===== config.mk =====
export PLATFORM = sky130hd
export DESIGN_NAME = tx_ipg_rate_limiter
export DESIGN_NICKNAME = d
export VERILOG_FILES = /design/src/hw/tx_rate_limit_pkg.sv /design/src/hw/gap_divider.sv /design/src/hw/tx_ipg_rate_limiter.sv
export SDC_FILE = /design/constraint.sdc
export NUM_CORES = 1
export LEC_CHECK = 0
export BUFFER_PORTS_ARGS = -buffer_cell sky130_fd_sc_hd__buf_2
export CORE_ASPECT_RATIO = 1.2
export CORE_UTILIZATION = 50
export CTS_CLUSTER_DIAMETER = 50
export DETAILED_ROUTE_END_ITERATION = 8
export HOLD_SLACK_MARGIN = 0.12
export PLACE_DENSITY_LB_ADDON = 0.1
export SETUP_SLACK_MARGIN = 0.02
export SLEW_MARGIN = 5
export SYNTH_ARGS = -nofsm -noshare
export SYNTH_HDL_FRONTEND = slang
export SYNTH_SLANG_ARGS = --single-unit

===== constraint.sdc =====
create_clock -name core_clk -period 14.7 [get_ports core_clk]
set_clock_uncertainty 0.05 [all_clocks]
set_input_delay 1.47 -clock core_clk [delete_from_list [all_inputs] [get_ports core_clk]]
set_output_delay 1.47 -clock core_clk [all_outputs]
set_load 0.01 [all_outputs]

===== src/hw/tx_rate_limit_pkg.sv =====
// Constants, register map and state codes for the transmit rate limiter
package tx_rate_limit_pkg;
   // Register bus geometry
   localparam int ADDR_W = 8;
   localparam int DATA_W = 32;
   // Register byte offsets
   localparam logic [7:0] OFS_HDR_SIZE = 8'h00;
   localparam logic [7:0] OFS_MODE = 8'h04;
   localparam logic [7:0] OFS_GAP_COMP = 8'h08;
   localparam logic [7:0] OFS_RATIO = 8'h0C;
   localparam logic [7:0] OFS_FR_START = 8'h10;
   localparam logic [7:0] OFS_OVF_FLAG = 8'h14;
   localparam logic [7:0] OFS_UNF_FLAG = 8'h18;
   localparam logic [7:0] OFS_GAP_FLAG = 8'h1C;
   // Mode register field positions
   localparam int MODE_OH_BIT = 0;
   localparam int MODE_PR_BIT = 1;
   localparam int MODE_FR_BIT = 2;
   localparam int MODE_ACC_BIT = 3;
   localparam int MODE_PRE_BIT = 4;
   localparam int MODE_HDR_BIT = 5;
   localparam int MODE_SCALE_LSB = 8;
   localparam int MODE_SCALE_W = 4;
   localparam int MODE_W = 12;
   // Field widths
   localparam int HDR_W = 16;
   localparam int COMP_W = 8;
   localparam int RATIO_W = 19;
   localparam int FR_W = 16;
   // Reset values
   localparam logic [HDR_W-1:0] HDR_RST = 16'h0000;
   localparam logic [MODE_W-1:0] MODE_RST = 12'h000;
   localparam logic [COMP_W-1:0] COMP_RST = 8'h0C;
   localparam logic [RATIO_W-1:0] RATIO_RST = 19'h00480;
   localparam logic [FR_W-1:0] FR_RST = 16'h0000;
   // Standard gap and frame-spacing threshold, in bytes
   localparam logic [7:0] IPG_STD_BYTES = 8'h0C;
   localparam logic [7:0] FR_MIN_EXT = 8'h0C;
   // Fixed 256 factor of the payload rate formula, as a shift
   localparam int RATIO_SHIFT = 8;
   // Largest legal scale exponent
   localparam int SCALE_MAX = 10;
   // Controller states
   typedef enum logic [1:0] {
      ST_PASS = 2'b01,
      ST_CALC = 2'b10
   } rl_state_e;
endpackage


===== src/hw/gap_divider.sv =====
// Serial restoring divider for the payload rate gap and its carried fraction
`timescale 1ns/1ps
module gap_divider #(
   parameter int NUM_W = 34,
   parameter int DEN_W = 19
) (
   input wire logic core_clk,
   input wire logic arst_n,
   input wire logic start,
   input wire logic [NUM_W-1:0] numer,
   input wire logic [DEN_W-1:0] denom,
   output logic done,
   output logic [NUM_W-1:0] quot,
   output logic [DEN_W-1:0] rem
);
   localparam int CNT_W = $clog2(NUM_W + 1);
   localparam logic [CNT_W-1:0] ITER = CNT_W'(NUM_W);
   logic [NUM_W-1:0] shift_reg; // Numerator bits out, quotient bits in
   logic [DEN_W-1:0] rem_reg; // Partial remainder, below denom whenever denom is nonzero
   logic [DEN_W-1:0] den_reg; // Divisor held for the whole run
   logic [CNT_W-1:0] cnt_reg; // Steps still to go
   logic done_reg;
   wire [DEN_W:0] trial = {rem_reg, shift_reg[NUM_W-1]};
   wire fits = trial >= {1'b0, den_reg};
   wire [DEN_W:0] diff = trial - {1'b0, den_reg};
   // One quotient bit per clock; a run takes NUM_W clocks
   always_ff @(posedge core_clk or negedge arst_n)
   begin
      if (!arst_n)
      begin
         shift_reg <= '0;
         rem_reg <= '0;
         den_reg <= '0;
         cnt_reg <= '0;
         done_reg <= 1'b0;
      end
      else if (start)
      begin
         shift_reg <= numer;
         rem_reg <= '0;
         den_reg <= denom;
         cnt_reg <= ITER;
         done_reg <= 1'b0;
      end
      else if (cnt_reg != '0)
      begin
         shift_reg <= {shift_reg[NUM_W-2:0], fits};
         rem_reg <= fits ? diff[DEN_W-1:0] : trial[DEN_W-1:0];
         cnt_reg <= cnt_reg - 1'b1;
         done_reg <= (cnt_reg == 1);
      end
      else
         done_reg <= 1'b0;
   end
   assign done = done_reg;
   assign quot = shift_reg;
   assign rem = rem_reg;
endmodule


===== src/hw/tx_ipg_rate_limiter.sv =====
// Transmit gap rate limiter: frame overhead, payload rate and frame rate modes
//
// Overview of operation
// - Several modes enabled: use largest extra gap
// - Overhead plus payload only, accumulate: sum gaps
// - Payload bit zero: preamble never counted
// - Payload bit one: skip leading header bytes
// - One header size shared by all ports
// - Payload options only affect payload, frame rate
// - Overhead and payload extra gaps scaled by two to the exponent
// - Overhead mode raises gap to compensation value
// - Payload gap is 2^S times 256/R times L
// - Total gap is twelve plus extra gap
// - Fraction of payload gap carried to next frame
// - Spacing counter loads at start of payload
// - Spacing counter drops one per payload byte
// - Frame end adds counter value above twelve
// - Sticky flag on cell buffer overflow
// - Sticky flag on cell buffer underrun
// - Sticky flag when any mode stretches gap
// - Separate enable for each of three modes
// - Preamble select bit decides preamble counting with payload bit one
`timescale 1ns/1ps
module tx_ipg_rate_limiter
   import tx_rate_limit_pkg::*;
#(
   parameter int LEN_W = 16,
   parameter int EXT_W = 24
) (
   input wire logic core_clk,
   input wire logic arst_n,
   input wire logic [tx_rate_limit_pkg::ADDR_W-1:0] reg_addr,
   input wire logic [tx_rate_limit_pkg::DATA_W-1:0] reg_wdata,
   input wire logic reg_wr,
   input wire logic reg_rd,
   output logic [tx_rate_limit_pkg::DATA_W-1:0] reg_rdata,
   input wire logic in_valid,
   input wire logic [7:0] in_data,
   input wire logic in_pre,
   input wire logic in_last,
   output logic in_ready,
   output logic out_valid,
   output logic [7:0] out_data,
   output logic out_pre,
   output logic out_last,
   output logic gap_valid,
   output logic [EXT_W:0] gap_bytes,
   input wire logic buf_overflow_evt,
   input wire logic buf_underrun_evt
);
   import tx_rate_limit_pkg::*;
   localparam int NUM_W = LEN_W + RATIO_SHIFT + SCALE_MAX;

   // Shifts a value left by the scale exponent, kept at width
   function automatic logic [NUM_W-1:0] scale_up(input logic [NUM_W-1:0] v,
                                                 input logic [MODE_SCALE_W-1:0] s);
      scale_up = v << s;
   endfunction

   // Larger of two gap values
   function automatic logic [EXT_W:0] max2(input logic [EXT_W:0] a, input logic [EXT_W:0] b);
      max2 = (a > b) ? a : b;
   endfunction

   // Configuration and flag registers
   logic [HDR_W-1:0] hdr_size_reg; // Single header size for all ports
   logic [MODE_W-1:0] mode_reg;
   logic [COMP_W-1:0] comp_reg;
   logic [RATIO_W-1:0] ratio_reg;
   logic [FR_W-1:0] fr_start_reg;
   logic ovf_flag_reg;
   logic unf_flag_reg;
   logic gap_flag_reg;
   logic [DATA_W-1:0] rdata_reg;
   // Datapath state
   rl_state_e state_reg;
   logic ready_reg;
   logic out_valid_reg;
   logic [7:0] out_data_reg;
   logic out_pre_reg;
   logic out_last_reg;
   logic gap_valid_reg;
   logic [EXT_W:0] gap_bytes_reg;
   logic [LEN_W-1:0] pos_reg; // Non-preamble bytes seen in this frame
   logic [LEN_W-1:0] len_reg; // Counted payload bytes in this frame
   logic [FR_W-1:0] fr_cnt_reg; // Frame spacing counter
   logic fr_run_reg; // Payload has begun, counter loaded
   logic [RATIO_W-1:0] frac_reg; // Carried remainder of the payload gap
   logic div_start_reg;
   logic div_done;
   logic [NUM_W-1:0] div_quot;
   logic [RATIO_W-1:0] div_rem;

   // Mode field decode, one enable per mode
   wire oh_en = mode_reg[MODE_OH_BIT];
   wire pr_en = mode_reg[MODE_PR_BIT];
   wire fr_en = mode_reg[MODE_FR_BIT];
   wire acc_en = mode_reg[MODE_ACC_BIT];
   wire pre_sel = mode_reg[MODE_PRE_BIT];
   wire hdr_sub = mode_reg[MODE_HDR_BIT];
   wire [MODE_SCALE_W-1:0] scale = mode_reg[MODE_SCALE_LSB +: MODE_SCALE_W];

   // Register decode
   wire wr_hdr = reg_wr && reg_addr == OFS_HDR_SIZE;
   wire wr_mode = reg_wr && reg_addr == OFS_MODE;
   wire wr_comp = reg_wr && reg_addr == OFS_GAP_COMP;
   wire wr_ratio = reg_wr && reg_addr == OFS_RATIO;
   wire wr_fr = reg_wr && reg_addr == OFS_FR_START;
   wire clr_ovf = reg_wr && reg_addr == OFS_OVF_FLAG && reg_wdata[0];
   wire clr_unf = reg_wr && reg_addr == OFS_UNF_FLAG && reg_wdata[0];
   wire clr_gap = reg_wr && reg_addr == OFS_GAP_FLAG && reg_wdata[0];

   // Byte accounting; these options touch only payload and frame rate
   wire acc = in_valid && ready_reg;
   wire in_hdr = hdr_sub && (pos_reg < LEN_W'(hdr_size_reg));
   // Preamble counts only with header mode on and the select bit set
   wire counted = in_pre ? (hdr_sub && pre_sel) : !in_hdr;
   wire cnt_byte = acc && counted;
   wire [LEN_W-1:0] len_next = len_reg + LEN_W'(cnt_byte);
   // Load on first payload byte, then one down per byte
   wire [FR_W-1:0] fr_base = fr_run_reg ? fr_cnt_reg : fr_start_reg;
   wire [FR_W-1:0] fr_dec = (fr_base != '0) ? fr_base - 1'b1 : fr_base;
   wire [FR_W-1:0] fr_cnt_next = cnt_byte ? fr_dec : fr_cnt_reg;
   wire frame_end = acc && in_last;
   // Numerator of L * 2^S * 256 plus the leftover fraction
   wire [NUM_W-1:0] numer = scale_up(NUM_W'(len_next) << RATIO_SHIFT, scale)
                            + NUM_W'(frac_reg);

   // Per-mode extra gaps
   wire [NUM_W-1:0] oh_raw = scale_up(NUM_W'(comp_reg - COMP_W'(IPG_STD_BYTES)), scale);
   wire [EXT_W:0] ext_oh = (oh_en && comp_reg > COMP_W'(IPG_STD_BYTES))
                           ? (EXT_W+1)'(oh_raw) : '0;
   wire [EXT_W:0] ext_pr = pr_en ? (EXT_W+1)'(div_quot) : '0;
   wire [EXT_W:0] ext_fr = (fr_en && fr_cnt_reg > FR_W'(FR_MIN_EXT))
                           ? (EXT_W+1)'(fr_cnt_reg) : '0;
   wire sum_sel = acc_en && oh_en && pr_en && !fr_en;
   wire [EXT_W:0] ext_sum = ext_oh + ext_pr;
   wire [EXT_W:0] ext_max = max2(max2(ext_oh, ext_pr), ext_fr);
   wire [EXT_W:0] ext_gap = sum_sel ? ext_sum : ext_max;
   wire [EXT_W:0] total_gap = ext_gap + (EXT_W+1)'(IPG_STD_BYTES);
   wire calc_done = state_reg == ST_CALC && div_done;

   // Read mux; unmapped offsets read zero
   logic [DATA_W-1:0] rd_mux;
   always_comb
   begin
      rd_mux = '0;
      unique case (reg_addr)
         OFS_HDR_SIZE: rd_mux = DATA_W'(hdr_size_reg);
         OFS_MODE: rd_mux = DATA_W'(mode_reg);
         OFS_GAP_COMP: rd_mux = DATA_W'(comp_reg);
         OFS_RATIO: rd_mux = DATA_W'(ratio_reg);
         OFS_FR_START: rd_mux = DATA_W'(fr_start_reg);
         OFS_OVF_FLAG: rd_mux = DATA_W'(ovf_flag_reg);
         OFS_UNF_FLAG: rd_mux = DATA_W'(unf_flag_reg);
         OFS_GAP_FLAG: rd_mux = DATA_W'(gap_flag_reg);
         default: rd_mux = '0;
      endcase
   end

   // Configuration writes; range limits are left to software
   always_ff @(posedge core_clk or negedge arst_n)
   begin
      if (!arst_n)
      begin
         hdr_size_reg <= HDR_RST;
         mode_reg <= MODE_RST;
         comp_reg <= COMP_RST;
         ratio_reg <= RATIO_RST;
         fr_start_reg <= FR_RST;
         rdata_reg <= '0;
      end
      else
      begin
         if (wr_hdr) hdr_size_reg <= reg_wdata[HDR_W-1:0];
         if (wr_mode) mode_reg <= reg_wdata[MODE_W-1:0];
         if (wr_comp) comp_reg <= reg_wdata[COMP_W-1:0];
         if (wr_ratio) ratio_reg <= reg_wdata[RATIO_W-1:0];
         if (wr_fr) fr_start_reg <= reg_wdata[FR_W-1:0];
         // Read data valid only in the cycle after the strobe
         rdata_reg <= reg_rd ? rd_mux : '0;
      end
   end

   // Sticky flags; a same-cycle event beats the clear
   always_ff @(posedge core_clk or negedge arst_n)
   begin
      if (!arst_n)
      begin
         ovf_flag_reg <= 1'b0;
         unf_flag_reg <= 1'b0;
         gap_flag_reg <= 1'b0;
      end
      else
      begin
         ovf_flag_reg <= buf_overflow_evt || (ovf_flag_reg && !clr_ovf);
         unf_flag_reg <= buf_underrun_evt || (unf_flag_reg && !clr_unf);
         gap_flag_reg <= (calc_done && ext_gap != '0)
                         || (gap_flag_reg && !clr_gap);
      end
   end

   // Frame byte counters; all but the spacing counter cleared at frame end for the next frame
   always_ff @(posedge core_clk or negedge arst_n)
   begin
      if (!arst_n)
      begin
         pos_reg <= '0;
         len_reg <= '0;
         fr_run_reg <= 1'b0;
         fr_cnt_reg <= '0;
      end
      else if (frame_end)
      begin
         pos_reg <= '0;
         len_reg <= '0;
         fr_run_reg <= 1'b0;
         fr_cnt_reg <= fr_cnt_next; // Held for the gap decision
      end
      else if (acc)
      begin
         if (!in_pre) pos_reg <= pos_reg + 1'b1;
         len_reg <= len_next;
         if (cnt_byte) fr_run_reg <= 1'b1;
         fr_cnt_reg <= fr_cnt_next;
      end
   end

   // Controller: stall intake while the gap is worked out
   always_ff @(posedge core_clk or negedge arst_n)
   begin
      if (!arst_n)
      begin
         state_reg <= ST_PASS;
         ready_reg <= 1'b1;
         div_start_reg <= 1'b0;
         frac_reg <= '0;
         gap_valid_reg <= 1'b0;
         gap_bytes_reg <= '0;
      end
      else
      begin
         div_start_reg <= 1'b0;
         gap_valid_reg <= 1'b0;
         unique case (state_reg)
            ST_PASS:
            begin
               if (frame_end)
               begin
                  ready_reg <= 1'b0;
                  div_start_reg <= 1'b1;
                  state_reg <= ST_CALC;
               end
            end
            ST_CALC:
            begin
               if (div_done)
               begin
                  frac_reg <= pr_en ? div_rem : '0;
                  gap_bytes_reg <= total_gap;
                  gap_valid_reg <= 1'b1;
                  ready_reg <= 1'b1;
                  state_reg <= ST_PASS;
               end
            end
            default:
            begin
               ready_reg <= 1'b1;
               state_reg <= ST_PASS;
            end
         endcase
      end
   end

   // Registered byte stream towards the port MAC
   always_ff @(posedge core_clk or negedge arst_n)
   begin
      if (!arst_n)
      begin
         out_valid_reg <= 1'b0;
         out_data_reg <= '0;
         out_pre_reg <= 1'b0;
         out_last_reg <= 1'b0;
      end
      else
      begin
         out_valid_reg <= acc;
         out_data_reg <= in_data;
         out_pre_reg <= in_pre;
         out_last_reg <= frame_end;
      end
   end

   // Numerator register is captured at the same edge as the start pulse
   logic [NUM_W-1:0] numer_reg;
   always_ff @(posedge core_clk or negedge arst_n)
   begin
      if (!arst_n) numer_reg <= '0;
      else if (frame_end) numer_reg <= numer;
   end

   gap_divider #(.NUM_W(NUM_W), .DEN_W(RATIO_W)) u_div (
      .core_clk(core_clk),
      .arst_n(arst_n),
      .start(div_start_reg),
      .numer(numer_reg),
      .denom(ratio_reg),
      .done(div_done),
      .quot(div_quot),
      .rem(div_rem)
   );

   assign in_ready = ready_reg;
   assign out_valid = out_valid_reg;
   assign out_data = out_data_reg;
   assign out_pre = out_pre_reg;
   assign out_last = out_last_reg;
   assign gap_valid = gap_valid_reg;
   assign gap_bytes = gap_bytes_reg;
   assign reg_rdata = rdata_reg;
endmodule


# After elaboration in Yosys (flattened, before gate mapping)
# Index checks and enable logic that the tools add are counted.
dict set report totals {
  out_inout_bits 70
  ff_bits 328
}
dict set report classes {
  order_cmp 6
  n_shift 2
  reduce_logical 45
  n_eq_ne 13
  mux 42
  n_addsub 9
}
# op count
set op_table {}
lappend op_table {{$mux W16} 11}
lappend op_table {{$pmux W19 S8} 1}
lappend op_table {{$mux W25} 5}
lappend op_table {{$mux W19} 4}
lappend op_table {{$mux W34} 2}
lappend op_table {{$add A34 B19 Y34} 1}
lappend op_table {{$shl A24 B4 Y34} 1}
lappend op_table {{$shl A34 B4 Y25} 1}
lappend op_table {{$eq A8 B5 Y1 const B} 4}
lappend op_table {{$mux W32} 1}
lappend op_table {{$logic_and A1 B1 Y1} 26}
lappend op_table {{$add A25 B25 Y25} 1}
lappend op_table {{$add A25 B4 Y25 const B} 1}
lappend op_table {{$gt A25 B16 Y1} 1}
lappend op_table {{$gt A25 B25 Y1} 1}
lappend op_table {{$reduce_bool A25 Y1} 1}
lappend op_table {{$ge A20 B19 Y1} 1}
lappend op_table {{$sub A19 B19 Y19} 1}
lappend op_table {{$add A16 B1 Y16} 1}
lappend op_table {{$add A16 B1 Y16 const B} 1}
lappend op_table {{$eq A8 B4 Y1 const B} 2}
lappend op_table {{$gt A16 B4 Y1 const B} 1}
lappend op_table {{$lt A16 B16 Y1} 1}
lappend op_table {{$reduce_bool A16 Y1} 1}
lappend op_table {{21 further kinds} 46}

# Depth between registers and ports, before layout
dict set report logic_depth {
  depth_word 11
  depth_mapped 35
}

# By module
# From an unflattened synthesis, not the netlist that was laid out.
dict set report unflattened {
  cells_unflattened 2483
  hier_area_um2 21614.5
}
# module n_inst seq_area_each_um2 area_each_um2 cells_each
set modules_own_cells {}
lappend modules_own_cells {tx_ipg_rate_limiter 1 5886.9 16951.3 1985}
lappend modules_own_cells {gap_divider 1 1976.9 4663.2 498}

# Worst setup path before layout
# OpenSTA, ideal clock, no wires.
dict set report synth_timing {
  path_type {reg2reg}
  from {reg comp_reg[3]}
  to {reg gap_bytes_reg[24] (netlist: gap_bytes[24])}
  path_slack_ps 7193
  setup_ps 82
  required_time_ps 14568
  n_path_buf 3
  synth_period_minus_slack_ps 7507
  path_stages_with_launch 32
  arrival_ps 7375
  path_cell_list {dfstp_2 ha_1 buf_6 or4_4 a21oi_1 o32a_1 nand3_1 a221oi_1 ha_1 nand2_1 o21a_1 o221a_1 o221ai_4 nand2_1 buf_4 buf_2 nand2_1 a21boi_0 inv_1 ha_1 nand4_1 or4_1 o21ai_0 a31oi_1 a211oi_4 a21oi_4 a221oi_1 nand4_2 nor4_4 nand2_2 or4_1 a31oi_1}
}
dict set report synth_via {
  elab_chain_cells 9
  word_cells_on_any_way 12
  cone_classes {3 x add/sub; 3 x order compare; 1 x shift; 4 x mux; 1 x reduce/logical}
}
# element line
set synth_lines {}
lappend synth_lines {{start, declared} tx_ipg_rate_limiter.sv:68} ;# logic [COMP_W-1:0] comp_reg;
lappend synth_lines {{start signal, assigned} tx_ipg_rate_limiter.sv:177} ;# if (wr_comp) comp_reg <= reg_wdata[COMP_W-1:0];
lappend synth_lines {{$sub A8 B4 Y9 or $gt A8 B4 Y1 (tied branches)} {tx_ipg_rate_limiter.sv:130, tx_ipg_rate_limiter.sv:131}}
lappend synth_lines {{$shl A34 B4 Y25 or $logic_and A1 B1 Y1 (tied branches)} {tx_ipg_rate_limiter.sv:57, tx_ipg_rate_limiter.sv:131}}
lappend synth_lines {{$mux W25 (*)} tx_ipg_rate_limiter.sv:132} ;# ? (EXT_W+1)'(oh_raw) : '0;
lappend synth_lines {{$gt A25 B25 Y1} tx_ipg_rate_limiter.sv:62} ;# max2 = (a > b) ? a : b;
lappend synth_lines {{$mux W25} tx_ipg_rate_limiter.sv:62}
lappend synth_lines {{$gt A25 B16 Y1} tx_ipg_rate_limiter.sv:62}
lappend synth_lines {{$mux W25} tx_ipg_rate_limiter.sv:62}
lappend synth_lines {{$mux W25 (*)} tx_ipg_rate_limiter.sv:139} ;# wire [EXT_W:0] ext_gap = sum_sel ? ext_sum : ext_max;
lappend synth_lines {{$add A25 B4 Y25 (*)} tx_ipg_rate_limiter.sv:140} ;# wire [EXT_W:0] total_gap = ext_gap + (EXT_W+1)'(IPG_STD_BYTES);
lappend synth_lines {{end signal, assigned} tx_ipg_rate_limiter.sv:260} ;# gap_bytes_reg <= total_gap;
lappend synth_lines {{end, declared} tx_ipg_rate_limiter.sv:83} ;# logic [EXT_W:0] gap_bytes_reg;
# Every way passes the cells marked *; elsewhere a longest branch is shown, timed or not.
# A chain may end at the register's enable or synchronous reset.

# Worst setup path in the final report
dict set report layout_timing {
  from {reg mode_reg[8]}
  to {reg gap_bytes_reg[24] (netlist: gap_bytes[24])}
}
dict set report layout_via {
  elab_chain_cells 8
  word_cells_on_any_way 9
  cone_classes {2 x add/sub; 2 x order compare; 1 x shift; 4 x mux}
}
# element line
set layout_lines {}
lappend layout_lines {{start, declared} tx_ipg_rate_limiter.sv:67} ;# logic [MODE_W-1:0] mode_reg;
lappend layout_lines {{start signal, assigned} tx_ipg_rate_limiter.sv:176} ;# if (wr_mode) mode_reg <= reg_wdata[MODE_W-1:0];
lappend layout_lines {{$shl A34 B4 Y25 (*)} tx_ipg_rate_limiter.sv:57} ;# scale_up = v << s;
lappend layout_lines {{$mux W25 (*)} tx_ipg_rate_limiter.sv:132}
lappend layout_lines {{$gt A25 B25 Y1} tx_ipg_rate_limiter.sv:62}
lappend layout_lines {{$mux W25} tx_ipg_rate_limiter.sv:62}
lappend layout_lines {{$gt A25 B16 Y1} tx_ipg_rate_limiter.sv:62}
lappend layout_lines {{$mux W25} tx_ipg_rate_limiter.sv:62}
lappend layout_lines {{$mux W25 (*)} tx_ipg_rate_limiter.sv:139}
lappend layout_lines {{$add A25 B4 Y25 (*)} tx_ipg_rate_limiter.sv:140}
# Marks and branches as above.

==> results.tsv <==
metric	value	unit
Fmax	0.106	GHz
ys async rst share	1.00	
min Tclk post-route	9450	ps
Rel. slew slack	0.178	
placed cell areas	0.0218	mm^2
drt wl/cell	19.5	um
drt total wl	57900	um
Seq/Total Area, Yosys	0.375	
crit path kind	flip-flop to flip-flop	
vias in the first global route	17182	
crit-path max FO	22	
Num CTS Buffers	41	
routability congestion estimate from global placement	0.938	
crit path from	mode_reg[8]$_DFFE_PN0P_	
maximum vdd drop	128	uV
grt ovf	0	
antenna violations before repair	0	
unrepaired setup endpoints after global routing	no	
CTS tree	built	
GR Util All Layers	0.274	
final instance area	0.0232	mm^2
Final ANT Viol Nets	0	
number of I/O pins	127	
FF+latch count, synth	314	
Avg Cell Area, Syn	8.89	um^2
largest net degree at the start of global routing	163	
leak pwr	11.0	nW
# hold bufs at CTS	0	
post-placement worst setup slack	5410	ps
Reg2Reg Depth	27	
TritonCTS Sinks	314	
r2r endpoint	gap_bytes[24]$_DFFE_PN0P_	
Final Cycle Share	0.643	
clock slew seen by the registers of the worst setup and hold paths	60	ps
Power Density	135	mW/mm^2
routed vias/inst	5.92	
Detail Placement HPWL	42700	um
Max-cap violations	0	
Slew @ Worst Pin	1220	ps
final max-slew violation count	0	
post_cts resized	0	
H-tree depth	2	
fraction of layout cells with a size suffix above 1	0.143	
Worst Path Required	15130	ps
critical path arrival	9880	ps
Syn. warnings	0	
Critical Path Sink Type	flip-flop	
DRT Pass-1 Iters	8	
outcome	finished clean	
fillcell total	3799	
worst setup path end	gap_bytes[24]$_DFFE_PN0P_	
Area contributors post-synth	dfrtp_1 37%, ha_1 7.2%, nand2_1 6.3%	
synth unique cells	108	
starting density of the core	0.511	
Synth Flop Type	dfrtp_1	
post-synth top area cell	dfrtp_1	
violation count after the first detailed-route iteration	1112	
Finish-stage setup viols	0	
Storage cell area	0.00787	mm^2
Cells after Synth	2360	
total number of vias	17621	
Netlist Area Pre-Place	0.0210	mm^2
first-pass GRT wire length	92600	um
setup_tns	0	ps
CP startpoint kind	flip-flop	
Die Height	226	um
die width	189	um
fin nets	2588	
top cell type's share of synthesized area	0.369	
register-to-register setup slack	5250	ps
CTS max path bufs	3	
CTS root buf	clkbuf_16	
r2r startpoint	mode_reg[8]$_DFFE_PN0P_	
area of the multi-input gates	0.0121	mm^2
Buffers on Ports	100	
DRC	0	
Final WS setup	5250	ps
Clock Latency Late Sink	590	ps
Setup Buffers After CTS	0	
Final Hold Vio Count	0	
core area	0.0410	mm^2
Site Rows	81	
EDFF count, synth	0	
DIE AREA	0.0428	mm^2
# diodes	0	
Hold WC Path Type	flip-flop to flip-flop	
area growth from synthesis to layout	10.8	%
layout by cell type, fill, tap and decap left out, types with 21 or more instances in the layout:
master,synthesis,routed
a211oi_1,43,43
a21oi_1,125,125
buf_2,10,99
buf_4,22,21
clkbuf_16,0,41
dfrtp_1,309,307
ha_1,120,120
inv_1,125,125
mux2_2,86,86
mux2i_1,72,72
nand2_1,351,350
nand2b_1,23,23
nand3_1,58,58
nand4_1,30,30
nor2_1,172,172
nor2b_1,21,21
nor3_1,62,61
o21ai_0,170,170
o31ai_1,22,22
xnor2_1,55,55
xor2_1,43,43
where the power goes:
group | total, mW | switching (mW) | internal, mW
clock | 1.03 | 0.413 | 0.613
combinational | 1.01 | 0.595 | 0.415
sequential | 1.11 | 0.128 | 0.978
worst min-delay path by stage:
| stage | from | to | depth (start not counted) |
|---|---|---|---|
| after floorplan | state_reg[1]$_DFFE_PN0P_ | div_start_reg$_DFF_PN0_ | 1 |
| after global placement | state_reg[1]$_DFFE_PN0P_ | div_start_reg$_DFF_PN0_ | 1 |
| after detailed placement | state_reg[1]$_DFFE_PN0P_ | div_start_reg$_DFF_PN0_ | 1 |
| after CTS | state_reg[1]$_DFFE_PN0P_ | div_start_reg$_DFF_PN0_ | 1 |
| after global routing | state_reg[1]$_DFFE_PN0P_ | div_start_reg$_DFF_PN0_ | 1 |
| final | state_reg[1]$_DFFE_PN0P_ | div_start_reg$_DFF_PN0_ | 1 |
layout make-up:
| class | instances | share of cell area |
|---|---|---|
| Multi-Input combinational cell | 1802 | 0.521 |
| Clock buffer | 53 | 0.0491 |
| Sequential cell | 314 | 0.339 |
| Clock inverter | 21 | 0.0120 |
| Inverter | 127 | 0.0205 |
| Timing Repair Buffer | 122 | 0.0296 |
| Tap cell | 539 | 0.0290 |
synthesized netlist by cell type (all sizes together) (45+ instances only):
| cell | number |
|---|---|
| a21oi | 127 |
| nor3 | 62 |
| xnor2 | 55 |
| clkbuf | 84 |
| ha | 120 |
| mux2i | 73 |
| nor2 | 172 |
| buf | 45 |
| mux2 | 86 |
| nand2 | 352 |
| nand3 | 58 |
| inv | 125 |
| dfrtp | 309 |
| o21ai | 174 |
critical path, stage by stage (launching register included):
cell	delay (ps)
dfrtp_1	380
clkinv_1	500
nor2_1	530
a22oi_1	230
mux2_2	350
a211oi_1	520
ha_1	380
nand4_1	170
nor3_1	270
nand2_1	130
o221ai_4	300
nand2_1	560
nand2_1	180
a21boi_0	500
inv_1	100
ha_1	320
nand4_1	120
or4_1	520
o21ai_0	80
a31oi_1	130
a211oi_4	510
a21oi_4	140
a221oi_1	750
nand4_2	320
nor4_4	530
nand2_2	100
or4_1	480
a31oi_1	170
kinds of logic (layout without fill, tap and decap cells):
logic type,count (synthesis),after routing,synth area share
fa+ha+maj,123,123,0.0744
compound gates,563,563,0.179
flops,314,314,0.375
other cells,1,13,0.000179
xor+xnor,99,99,0.0417
simple gates,836,836,0.187
buf+inv,256,323,0.0514
mux,168,168,0.0913
layer usage:
metal / up-vias / part of all wire / track usage
li1: 8458 / - / -
met1: 8580 / 0.44 / 0.352
met2: 478 / 0.48 / 0.471
met3: 105 / 0.047 / 0.0316
met4: 0 / 0.032 / 0.103
met5: - / 0 / 0
stage by stage:
stage	hold WS (ps)	total power, mW	instances	utilization
final	400	3.14	2978	0.566
after global routing	416	3.33	2978	0.566
after CTS	404	3.16	2978	0.566
after detailed placement	398	2.12	2904	0.532
after global placement	371	2.09	2904	0.532
after floorplan	366	1.86	2372	-
(Power assumes the default switching activity.)
